## src/logic/rfmc_pkg.sv

```systemverilog
// Constants, field layouts and carrier types of the radio frequency/modem config bank
// Operation
// RULE_01 - Three bytes form 24-bit carrier base word
// RULE_02 - Word counts carrier steps of reference over 2^16
// RULE_03 - Bandwidth exponent 7:6, mantissa 5:4 set decimation
// RULE_04 - Symbol rate exponent in 3:0, reset 1100
// RULE_05 - Rate is (256+mantissa) shifted by exponent
// RULE_06 - Mode bit 7 bypasses DC blocking filter
// RULE_07 - Modulation select in 6:4, reset 2-FSK
// RULE_08 - High byte top bits read-only, read 01
package rfmc_pkg;

    // ==========================================================
    // Bus geometry
    localparam int RFMC_ADDR_W = 18;
    localparam int RFMC_DATA_W = 32;

    // ==========================================================
    // Register indices and byte addresses (byte address is four times the index)
    localparam logic [15:0] RFMC_IDX_WORD_HIGH = 16'hdf09;
    localparam logic [15:0] RFMC_IDX_WORD_MIDDLE = 16'hdf0a;
    localparam logic [15:0] RFMC_IDX_WORD_LOW = 16'hdf0b;
    localparam logic [15:0] RFMC_IDX_BW_RATE_EXP = 16'hdf0c;
    localparam logic [15:0] RFMC_IDX_RATE_MANT = 16'hdf0d;
    localparam logic [15:0] RFMC_IDX_MODEM_MODE = 16'hdf0e;
    localparam logic [17:0] RFMC_ADDR_WORD_HIGH = {RFMC_IDX_WORD_HIGH, 2'h0};
    localparam logic [17:0] RFMC_ADDR_WORD_MIDDLE = {RFMC_IDX_WORD_MIDDLE, 2'h0};
    localparam logic [17:0] RFMC_ADDR_WORD_LOW = {RFMC_IDX_WORD_LOW, 2'h0};
    localparam logic [17:0] RFMC_ADDR_BW_RATE_EXP = {RFMC_IDX_BW_RATE_EXP, 2'h0};
    localparam logic [17:0] RFMC_ADDR_RATE_MANT = {RFMC_IDX_RATE_MANT, 2'h0};
    localparam logic [17:0] RFMC_ADDR_MODEM_MODE = {RFMC_IDX_MODEM_MODE, 2'h0};

    // ==========================================================
    // Reset values
    localparam logic [1:0] RFMC_HIGH_FIXED = 2'h1;
    localparam logic [5:0] RFMC_RST_WORD_HIGH = 6'h1e;
    localparam logic [7:0] RFMC_RST_WORD_MIDDLE = 8'hc4;
    localparam logic [7:0] RFMC_RST_WORD_LOW = 8'hec;
    localparam logic [7:0] RFMC_RST_BW_RATE_EXP = 8'h8c;
    localparam logic [7:0] RFMC_RST_RATE_MANT = 8'h22;
    localparam logic [7:0] RFMC_RST_MODEM_MODE = 8'h02;

    // ==========================================================
    // Field positions
    localparam int RFMC_BW_EXP_LSB = 6;
    localparam int RFMC_BW_MANT_LSB = 4;
    localparam int RFMC_RATE_EXP_LSB = 0;
    localparam int RFMC_DC_BYPASS_BIT = 7;
    localparam int RFMC_MOD_SEL_LSB = 4;

    // ==========================================================
    // Modulation codes and rate arithmetic
    localparam logic [2:0] RFMC_MOD_2FSK = 3'h0;
    localparam logic [2:0] RFMC_MOD_GFSK = 3'h1;
    localparam logic [2:0] RFMC_MOD_ASK_OOK = 3'h3;
    localparam logic [2:0] RFMC_MOD_MSK = 3'h7;
    localparam logic [8:0] RFMC_RATE_HIDDEN_ONE = 9'h100;
    localparam logic [2:0] RFMC_BW_MANT_BASE = 3'h4;
    localparam int RFMC_BW_DECIM_SHIFT = 3;

    // ==========================================================
    // AXI response codes
    localparam logic [1:0] RFMC_RESP_OKAY = 2'h0;
    localparam logic [1:0] RFMC_RESP_DECERR = 2'h3;

    // ==========================================================
    // Carriers toward the radio datapath
    typedef struct packed {
        logic [23:0] carrier_base_word;
        logic [1:0] filter_bw_exponent;
        logic [1:0] filter_bw_mantissa;
        logic [3:0] symbol_rate_exponent;
        logic [7:0] symbol_rate_mantissa_field;
        logic dc_block_bypass;
        logic [2:0] modulation_select;
        logic [3:0] mode_low_bits;
    } rfmc_cfg_s;

    typedef struct packed {
        logic [8:0] decimation_ratio;
        logic [23:0] rate_numerator;
    } rfmc_derived_s;

endpackage

```

## src/logic/rfmc_config_regs.sv

```systemverilog
// Radio carrier frequency and modem configuration register bank with AXI4-Lite slave
//
// Our own choice: the AXI4-Lite slave port.
`timescale 1ns/1ps
module rfmc_config_regs
(
    // Clock and reset
    input wire logic sys_clk,
    input wire logic reset_n,
    // AXI4-Lite write address
    input wire logic awvalid,
    output logic awready,
    input wire logic [rfmc_pkg::RFMC_ADDR_W-1:0] awaddr,
    input wire logic [2:0] awprot,
    // AXI4-Lite write data
    input wire logic wvalid,
    output logic wready,
    input wire logic [rfmc_pkg::RFMC_DATA_W-1:0] wdata,
    input wire logic [3:0] wstrb,
    // AXI4-Lite write response
    output logic bvalid,
    input wire logic bready,
    output logic [1:0] bresp,
    // AXI4-Lite read address
    input wire logic arvalid,
    output logic arready,
    input wire logic [rfmc_pkg::RFMC_ADDR_W-1:0] araddr,
    input wire logic [2:0] arprot,
    // AXI4-Lite read data
    output logic rvalid,
    input wire logic rready,
    output logic [rfmc_pkg::RFMC_DATA_W-1:0] rdata,
    output logic [1:0] rresp,
    // Radio datapath configuration
    output rfmc_pkg::rfmc_cfg_s cfg,
    output rfmc_pkg::rfmc_derived_s derived
);
    import rfmc_pkg::*;

    // ==========================================================
    // Storage
    logic [5:0] word_high;
    logic [7:0] word_middle;
    logic [7:0] word_low;
    logic [7:0] bw_rate_exp;
    logic [7:0] rate_mant;
    logic [7:0] modem_mode;
    logic [RFMC_ADDR_W-1:0] aw_addr_q;
    logic [7:0] w_data_q;
    logic w_lane0_q;

    // ==========================================================
    // Write decode
    wire aw_take = awvalid && awready;
    wire w_take = wvalid && wready;
    wire commit = !awready && !wready && !bvalid;
    wire wr_high = aw_addr_q == RFMC_ADDR_WORD_HIGH;
    wire wr_middle = aw_addr_q == RFMC_ADDR_WORD_MIDDLE;
    wire wr_low = aw_addr_q == RFMC_ADDR_WORD_LOW;
    wire wr_bw = aw_addr_q == RFMC_ADDR_BW_RATE_EXP;
    wire wr_mant = aw_addr_q == RFMC_ADDR_RATE_MANT;
    wire wr_mode = aw_addr_q == RFMC_ADDR_MODEM_MODE;
    wire wr_hit = wr_high || wr_middle || wr_low || wr_bw || wr_mant || wr_mode;
    wire wr_en = commit && w_lane0_q;

    // ==========================================================
    // Read decode
    wire ar_take = arvalid && arready;
    wire rd_high = araddr == RFMC_ADDR_WORD_HIGH;
    wire rd_middle = araddr == RFMC_ADDR_WORD_MIDDLE;
    wire rd_low = araddr == RFMC_ADDR_WORD_LOW;
    wire rd_bw = araddr == RFMC_ADDR_BW_RATE_EXP;
    wire rd_mant = araddr == RFMC_ADDR_RATE_MANT;
    wire rd_mode = araddr == RFMC_ADDR_MODEM_MODE;
    wire rd_hit = rd_high || rd_middle || rd_low || rd_bw || rd_mant || rd_mode;
    wire [7:0] high_view = {RFMC_HIGH_FIXED, word_high}; // RULE_08
    wire [7:0] rd_byte = rd_high ? high_view :
                         rd_middle ? word_middle :
                         rd_low ? word_low :
                         rd_bw ? bw_rate_exp :
                         rd_mant ? rate_mant :
                         rd_mode ? modem_mode : 8'h00;
    wire [RFMC_DATA_W-1:0] next_rdata = {24'h000000, rd_byte};
    wire [1:0] next_rresp = rd_hit ? RFMC_RESP_OKAY : RFMC_RESP_DECERR;

    // ==========================================================
    // Derived radio arithmetic
    wire [8:0] bw_div = {4'h0, 2'h0, RFMC_BW_MANT_BASE} + {7'h00, cfg.filter_bw_mantissa};
    wire [8:0] next_decim = (bw_div << RFMC_BW_DECIM_SHIFT) << cfg.filter_bw_exponent; // RULE_03
    wire [8:0] rate_mant9 = RFMC_RATE_HIDDEN_ONE + {1'h0, cfg.symbol_rate_mantissa_field};
    wire [23:0] next_rate = {15'h0000, rate_mant9} << cfg.symbol_rate_exponent; // RULE_05

    // ==========================================================
    // Write address and data capture
    always_ff @(posedge sys_clk or negedge reset_n)
    begin
        if (!reset_n)
        begin
            awready <= 1'b1;
            aw_addr_q <= '0;
        end
        else if (aw_take)
        begin
            awready <= 1'b0;
            aw_addr_q <= awaddr;
        end
        else if (commit)
        begin
            awready <= 1'b1;
        end
    end

    always_ff @(posedge sys_clk or negedge reset_n)
    begin
        if (!reset_n)
        begin
            wready <= 1'b1;
            w_data_q <= 8'h00;
            w_lane0_q <= 1'b0;
        end
        else if (w_take)
        begin
            wready <= 1'b0;
            w_data_q <= wdata[7:0];
            w_lane0_q <= wstrb[0];
        end
        else if (commit)
        begin
            wready <= 1'b1;
        end
    end

    // ==========================================================
    // Write response
    always_ff @(posedge sys_clk or negedge reset_n)
    begin
        if (!reset_n)
        begin
            bvalid <= 1'b0;
            bresp <= RFMC_RESP_OKAY;
        end
        else if (commit)
        begin
            bvalid <= 1'b1;
            bresp <= wr_hit ? RFMC_RESP_OKAY : RFMC_RESP_DECERR;
        end
        else if (bready)
        begin
            bvalid <= 1'b0;
        end
    end

    // ==========================================================
    // Read channel
    always_ff @(posedge sys_clk or negedge reset_n)
    begin
        if (!reset_n)
        begin
            arready <= 1'b1;
            rvalid <= 1'b0;
            rdata <= '0;
            rresp <= RFMC_RESP_OKAY;
        end
        else if (ar_take)
        begin
            arready <= 1'b0;
            rvalid <= 1'b1;
            rdata <= next_rdata;
            rresp <= next_rresp;
        end
        else if (rvalid && rready)
        begin
            arready <= 1'b1;
            rvalid <= 1'b0;
        end
    end

    // ==========================================================
    // Carrier base word bytes
    always_ff @(posedge sys_clk or negedge reset_n)
    begin
        if (!reset_n)
        begin
            word_high <= RFMC_RST_WORD_HIGH;
            word_middle <= RFMC_RST_WORD_MIDDLE;
            word_low <= RFMC_RST_WORD_LOW;
        end
        else if (wr_en)
        begin
            if (wr_high)
                word_high <= w_data_q[5:0]; // RULE_08
            if (wr_middle)
                word_middle <= w_data_q;
            if (wr_low)
                word_low <= w_data_q;
        end
    end

    // ==========================================================
    // Modem configuration bytes
    always_ff @(posedge sys_clk or negedge reset_n)
    begin
        if (!reset_n)
        begin
            bw_rate_exp <= RFMC_RST_BW_RATE_EXP; // RULE_04
            rate_mant <= RFMC_RST_RATE_MANT;
            modem_mode <= RFMC_RST_MODEM_MODE; // RULE_07
        end
        else if (wr_en)
        begin
            if (wr_bw)
                bw_rate_exp <= w_data_q;
            if (wr_mant)
                rate_mant <= w_data_q;
            if (wr_mode)
                modem_mode <= w_data_q;
        end
    end

    // ==========================================================
    // Datapath outputs
    assign cfg.carrier_base_word = {high_view, word_middle, word_low}; // RULE_01 RULE_02
    assign cfg.filter_bw_exponent = bw_rate_exp[RFMC_BW_EXP_LSB +: 2]; // RULE_03
    assign cfg.filter_bw_mantissa = bw_rate_exp[RFMC_BW_MANT_LSB +: 2]; // RULE_03
    assign cfg.symbol_rate_exponent = bw_rate_exp[RFMC_RATE_EXP_LSB +: 4]; // RULE_04
    assign cfg.symbol_rate_mantissa_field = rate_mant; // RULE_05
    assign cfg.dc_block_bypass = modem_mode[RFMC_DC_BYPASS_BIT]; // RULE_06
    assign cfg.modulation_select = modem_mode[RFMC_MOD_SEL_LSB +: 3]; // RULE_07
    assign cfg.mode_low_bits = modem_mode[3:0];

    always_ff @(posedge sys_clk or negedge reset_n)
    begin
        if (!reset_n)
        begin
            derived <= '0;
        end
        else
        begin
            derived.decimation_ratio <= next_decim; // RULE_03
            derived.rate_numerator <= next_rate; // RULE_05
        end
    end
endmodule

```

## config.mk

```make
export PLATFORM = sky130hd
export DESIGN_NAME = rfmc_config_regs
export DESIGN_NICKNAME = d
export VERILOG_FILES = /design/src/logic/rfmc_pkg.sv /design/src/logic/rfmc_config_regs.sv
export SDC_FILE = /design/constraint.sdc
export NUM_CORES = 1
export LEC_CHECK = 0
export BUFFER_PORTS_ARGS = -buffer_cell sky130_fd_sc_hd__clkbuf_2
export CORE_MARGIN = 2
export CORE_UTILIZATION = 49
export CTS_CLUSTER_SIZE = 14
export DETAILED_ROUTE_END_ITERATION = 6
export PLACE_DENSITY = 0.87
export SYNTH_ARGS = -nofsm -noshare
export SYNTH_HDL_FRONTEND = slang
export SYNTH_SLANG_ARGS = --single-unit
```

## constraint.sdc

```tcl
create_clock -name sys_clk -period 2.37 [get_ports sys_clk]
set_input_delay 0.3555 -clock sys_clk [delete_from_list [all_inputs] [get_ports sys_clk]]
set_output_delay 0.3555 -clock sys_clk [all_outputs]
set_load 0.05 [all_outputs]
```

# Yosys cells after proc, flatten, opt, wreduce, memory -nomap -nowiden
# Cells that the tools add are included.
[totals]
wordCells = 82
reg_bits = 123
input_bits = 85
output_inout_bits = 122
[classes]
n_eq_ne = 12
n_addsub = 2
n_reduce_logical = 30
mux = 17
shifts = 2
[op_table]
columns = ["operator", "count"]
rows = [
  ["$eq 18x18->1 const B", 12],
  ["$mux 8", 6],
  ["$shl 9x4->24", 1],
  ["$reduce_and 2->1", 6],
  ["$logic_or 1x1->1", 10],
  ["$add 9x8->9 const A", 1],
  ["$mux 1", 9],
  ["$shl 7x2->9", 1],
  ["$reduce_bool 2->1", 4],
  ["$logic_and 1x1->1", 7],
  ["$add 3x2->4 const A", 1],
  ["$mux 2", 2],
  ["$logic_not 1->1", 3],
]

# Longest topological paths before layout
[depth]
word_depth = 7
depth_mapped = 6

# Worst setup path before layout
# No wires, ideal clock.
[synth_path]
kind = "register to register"
start = "reg bvalid"
end = "reg modem_mode[0]"
setup_slack_ps = 155
stages_incl_launch_ff = 5
t_arrival_ps = 2090
n_path_buf = 0
cell_sequence = "dfrtp_1 -> or4b_4 -> nor3b_2 -> nor3b_4 -> mux2_2"
[synth_between]
elab_chain_len = 4
[synth_lines]
columns = ["item", "line", "text"]
rows = [
  ["start: declaration", "rfmc_config_regs.sv:21", "output logic bvalid,"],
  ["start signal: assignment", "rfmc_config_regs.sv:139", "bvalid <= 1'b0;"],
  ["start signal: assignment", "rfmc_config_regs.sv:144", "bvalid <= 1'b1;"],
  ["start signal: assignment", "rfmc_config_regs.sv:149", "bvalid <= 1'b0;"],
  ["$logic_not 1->1", "rfmc_config_regs.sv:56", "wire commit = !awready && !wready && !bvalid;"],
  ["$logic_and 1x1->1", "rfmc_config_regs.sv:56", ""],
  ["$logic_and 1x1->1", "rfmc_config_regs.sv:64", "wire wr_en = commit && w_lane0_q;"],
  ["$reduce_and 2->1 (no source line)", "n/a", ""],
  ["end signal: assignment", "rfmc_config_regs.sv:216", "modem_mode <= w_data_q;"],
  ["end: declaration", "rfmc_config_regs.sv:47", "logic [7:0] modem_mode;"],
]
# Every way passes these cells.
# A chain may end at the register's enable or synchronous reset.

# Worst setup path in the final report
[layout_path]
start = "reg wready"
end = "reg word_low[1]"
[layout_between]
elab_chain_len = 5
[layout_lines]
columns = ["item", "line", "text"]
rows = [
  ["start: declaration", "rfmc_config_regs.sv:17", "output logic wready,"],
  ["start signal: assignment", "rfmc_config_regs.sv:117", "wready <= 1'b1;"],
  ["start signal: assignment", "rfmc_config_regs.sv:123", "wready <= 1'b0;"],
  ["start signal: assignment", "rfmc_config_regs.sv:129", "wready <= 1'b1;"],
  ["$logic_not 1->1", "rfmc_config_regs.sv:56", ""],
  ["$logic_and 1x1->1 (2 in a row)", "rfmc_config_regs.sv:56", ""],
  ["$logic_and 1x1->1", "rfmc_config_regs.sv:64", ""],
  ["$reduce_and 2->1 (no source line)", "n/a", ""],
  ["end signal: assignment", "rfmc_config_regs.sv:195", "word_low <= w_data_q;"],
  ["end: declaration", "rfmc_config_regs.sv:44", "logic [7:0] word_low;"],
]
# Every way passes these cells.

==> impl_metrics.env <==
export IMPL_outcome="complete, no violations"
export IMPL_p_clk_share_pct=41.9
export IMPL_synth_seq_cells=118
export IMPL_routabilityCongestion=0.882
export IMPL_place_hpwl_um=9390
export IMPL_diodes=0
export IMPL_syn_area_per_cell_um2=12.3
export IMPL_grt_pass1_vias=4023
export IMPL_clk_latency_ns=0.52
export IMPL_switchingPower_mw=1.63
export IMPL_placed_area_um2=6220
export IMPL_finalSetupViolations=0
export IMPL_fp_coreArea_um2=10900
export IMPL_cts_path_max_buffers=2
export IMPL_htree_levels=4
export IMPL_fin_crit_ns=2.28
export IMPL_via_per_inst=5.34
export IMPL_postCtsSetupRepairBufs=0
export IMPL_hold_depth=2
export IMPL_crit_type="reg -> reg"
export IMPL_synth_main_ff_cell="dfrtp_1"
export IMPL_utilization_pct=62.8
export IMPL_fin_worst_skew_ns=0.00530
export IMPL_cts_made_buffers=17
export IMPL_worstMarginPinSlew_ns=0.720
export IMPL_r2r_start="wready$_DFFE_PN1P_"
export IMPL_switching_share_pct=27.5
export IMPL_synthesis_instances=446
export IMPL_worstPathCellList="or4b_4, nor3b_1, and4_1, mux2_2"
export IMPL_r2r_setup_slack_ns=0.09
export IMPL_worstSetupStartpointType="flop"
export IMPL_cts_resized=0
export IMPL_nNetsFinal=678
export IMPL_power_mw=5.95
export IMPL_worst_r2r_cell_count=4
export IMPL_die_area_um2=12000
export IMPL_die_height_um=110
export IMPL_fin_area_um2=6830
export IMPL_clock_sinks=118
export IMPL_holdPathEnd="awready$_DFFE_PN1P_"
export IMPL_critPathRequiredTime_ns=2.77
export IMPL_grt_pass1_wl_um=20500
export IMPL_synth_edf_count=0
export IMPL_seq_power_share_pct=43.7
export IMPL_antenna_found_initial=0
export IMPL_initial_utilization_pct=50.3
export IMPL_whs_ns=0.0222
export IMPL_max_freq_mhz=439
export IMPL_min_delay_path_class="in -> reg"
export IMPL_rsz0062_at_grt="false"
export IMPL_slew_violations=0
export IMPL_syn_to_final_growth_pct=24.8
export IMPL_track_usage_pct=22.7
export IMPL_root_buffer="clkbuf_8"
export IMPL_n_fill_cell=825
export IMPL_cp_arrival_ns=2.68
export IMPL_netlist_area_um2=5480
export IMPL_powerDensity_nw_per_um2=870
export IMPL_p_int_mw=4.31
export IMPL_cp_slowest_stage_delay_ns=0.58
export IMPL_drtPass1Iterations=4
export IMPL_ant_nets=0
export IMPL_slew_limit_headroom_pct=51.9
export IMPL_grt_max_degree=49
export IMPL_ys_types=46
export IMPL_async_flop_share_pct=100
export IMPL_timing_rr_end="word_low[1]$_DFFE_PN0P_"
export IMPL_crit_family="simple AND/OR/NAND/NOR gates"
export IMPL_worst_path_max_delay_cell="or4b_4"
export IMPL_timing_final_crit_share_pct=96.1
export IMPL_cts_hold_buf=3
export IMPL_ys_warn_count=0
export IMPL_vdd_drop_max_uv=814
export IMPL_end_kind="flop"
export IMPL_ys_seq_area_share_pct=54.4
export IMPL_num_rows=38
export IMPL_clkSlewWorstSetupHoldPaths_ns=0.05
export IMPL_finalHoldViolations=0
export IMPL_wl_per_cell_um=17.4
export IMPL_io_pins=207
export IMPL_routed_wl_um=13000
export IMPL_gr_total_overflow=0
export IMPL_path_buf_inv=0
export IMPL_p_leak_nw=3.35
export IMPL_tritoncts="built"
export IMPL_die_w_um=110
export IMPL_worst_hold_startpoint="awvalid"
export IMPL_vias=3981
export IMPL_portBuffers=144
export IMPL_power_frac_comb_pct=14.4
export IMPL_cp_max_fo=8
export IMPL_drive_gt1_share_pct=48.3
export IMPL_drc=0
export IMPL_tns_ns=0
export IMPL_cap_violations=0
export IMPL_initialDrtViolationCount=166
cell type report:
type | instances | area [um^2] | area share, %
clock inverter | 10 | 130 | 1.90
timing repair buffer | 153 | 811 | 11.9
sequential | 118 | 2980 | 43.6
clock buffer | 22 | 453 | 6.63
tap | 140 | 175 | 2.56
multi-input combinational | 287 | 2230 | 32.6
inverter | 16 | 60.1 | 0.879
synth_stat cells, drive strengths merged, types with 7 or more instances:
master / count / share of area, %
dfrtp: 97 / 44
mux2: 81 / 17
buf: 33 / 4.4
nand2: 26 / 1.8
dfstp: 21 / 10
o21ai: 21 / 1.9
clkbuf: 19 / 1.3
nor2: 16 / 1.1
inv: 14 / 0.96
a21oi: 11 / 1.0
nor2b: 11 / 1.3
o22ai: 10 / 1.1
mux2i: 8 / 1.5
nand3: 7 / 0.64
cells by family after synthesis:
kind of cell	after synthesis	share of synthesized area, %
AO/OA/AOI/OAI	69	8.47
buffers and inverters	68	6.83
flip-flops	118	54.4
multiplexers	94	20.2
other	2	0.137
AND/OR/NAND/NOR	95	10.0
per-layer routing:
layer / global-route usage (%) / share of wire (%) / up-vias
met5: 0 / 0 / -
met4: 6.42 / 1.5 / 0
met3: 8.89 / 8.7 / 19
met2: 38.8 / 51 / 182
met1: 26.6 / 38 / 1947
li1: - / - / 1833
worst max-delay path by stage:
stage | startpoint | endpoint | slack [ns] | cells past startpoint
2_1_floorplan | bvalid$_DFFE_PN0P_ | modem_mode[0]$_DFFE_PN0P_ | 0.16 | 4
3_3_place_gp | wready$_DFFE_PN1P_ | word_low[1]$_DFFE_PN0P_ | 0.21 | 4
3_5_place_dp | wready$_DFFE_PN1P_ | word_low[1]$_DFFE_PN0P_ | 0.10 | 4
4_1_cts | wready$_DFFE_PN1P_ | word_low[1]$_DFFE_PN0P_ | 0.07 | 4
5_1_grt | wready$_DFFE_PN1P_ | word_low[0]$_DFFE_PN0P_ | 0.005 | 4
6_report | wready$_DFFE_PN1P_ | word_low[1]$_DFFE_PN0P_ | 0.09 | 4
power groups by stage:
stage	clock, mW	sequential, mW	combinational [mW]
6_report	2.49	2.60	0.859
5_1_grt	2.64	2.65	0.937
4_1_cts	2.53	2.59	0.866
3_5_place_dp	0	2.63	0.858
3_3_place_gp	0	2.59	0.817
2_1_floorplan	0	2.61	0.598
cells in the final DEF, fill, tap and decap left out, types with 8 or more instances in the layout:
| master | synthesis | final |
|---|---|---|
| clkbuf_2 | 0 | 143 |
| dfrtp_1 | 97 | 97 |
| mux2_2 | 81 | 81 |
| conb_1 | 2 | 29 |
| nand2_1 | 26 | 26 |
| o21ai_0 | 21 | 21 |
| dfstp_2 | 21 | 21 |
| nor2_1 | 16 | 16 |
| clkbuf_16 | 0 | 16 |
| inv_1 | 14 | 14 |
| a21oi_1 | 11 | 11 |
| nor2b_1 | 11 | 11 |
| o22ai_1 | 10 | 10 |
| mux2i_1 | 8 | 8 |
registers in the layout, indices dropped and copies added, names as in the netlist:
name and count:
arready 1, word_middle 8, word_low 8, bvalid 1, rvalid 1, rresp 1, rate_mant 8, bresp 1
rdata 8, word_high 6, wready 1, derived 30, modem_mode 8, w_lane0_q 1, awready 1, w_data_q 8
aw_addr_q 18, bw_rate_exp 8
metrics by stage:
stage	cells	setup slack (ns)
final	746	0.0917
after global placement	711	0.208
after CTS	746	0.0737
after global routing	746	0.00491
after detailed placement	711	0.103
after floorplan	473	0.155
worst reg2reg max path, stage by stage, from the launching register on:
cell and delay (ns):
dfstp_2 0.39, or4b_4 0.58, nor3b_1 0.31, and4_1 0.50, mux2_2 0.39
(Power assumes the default switching activity.)
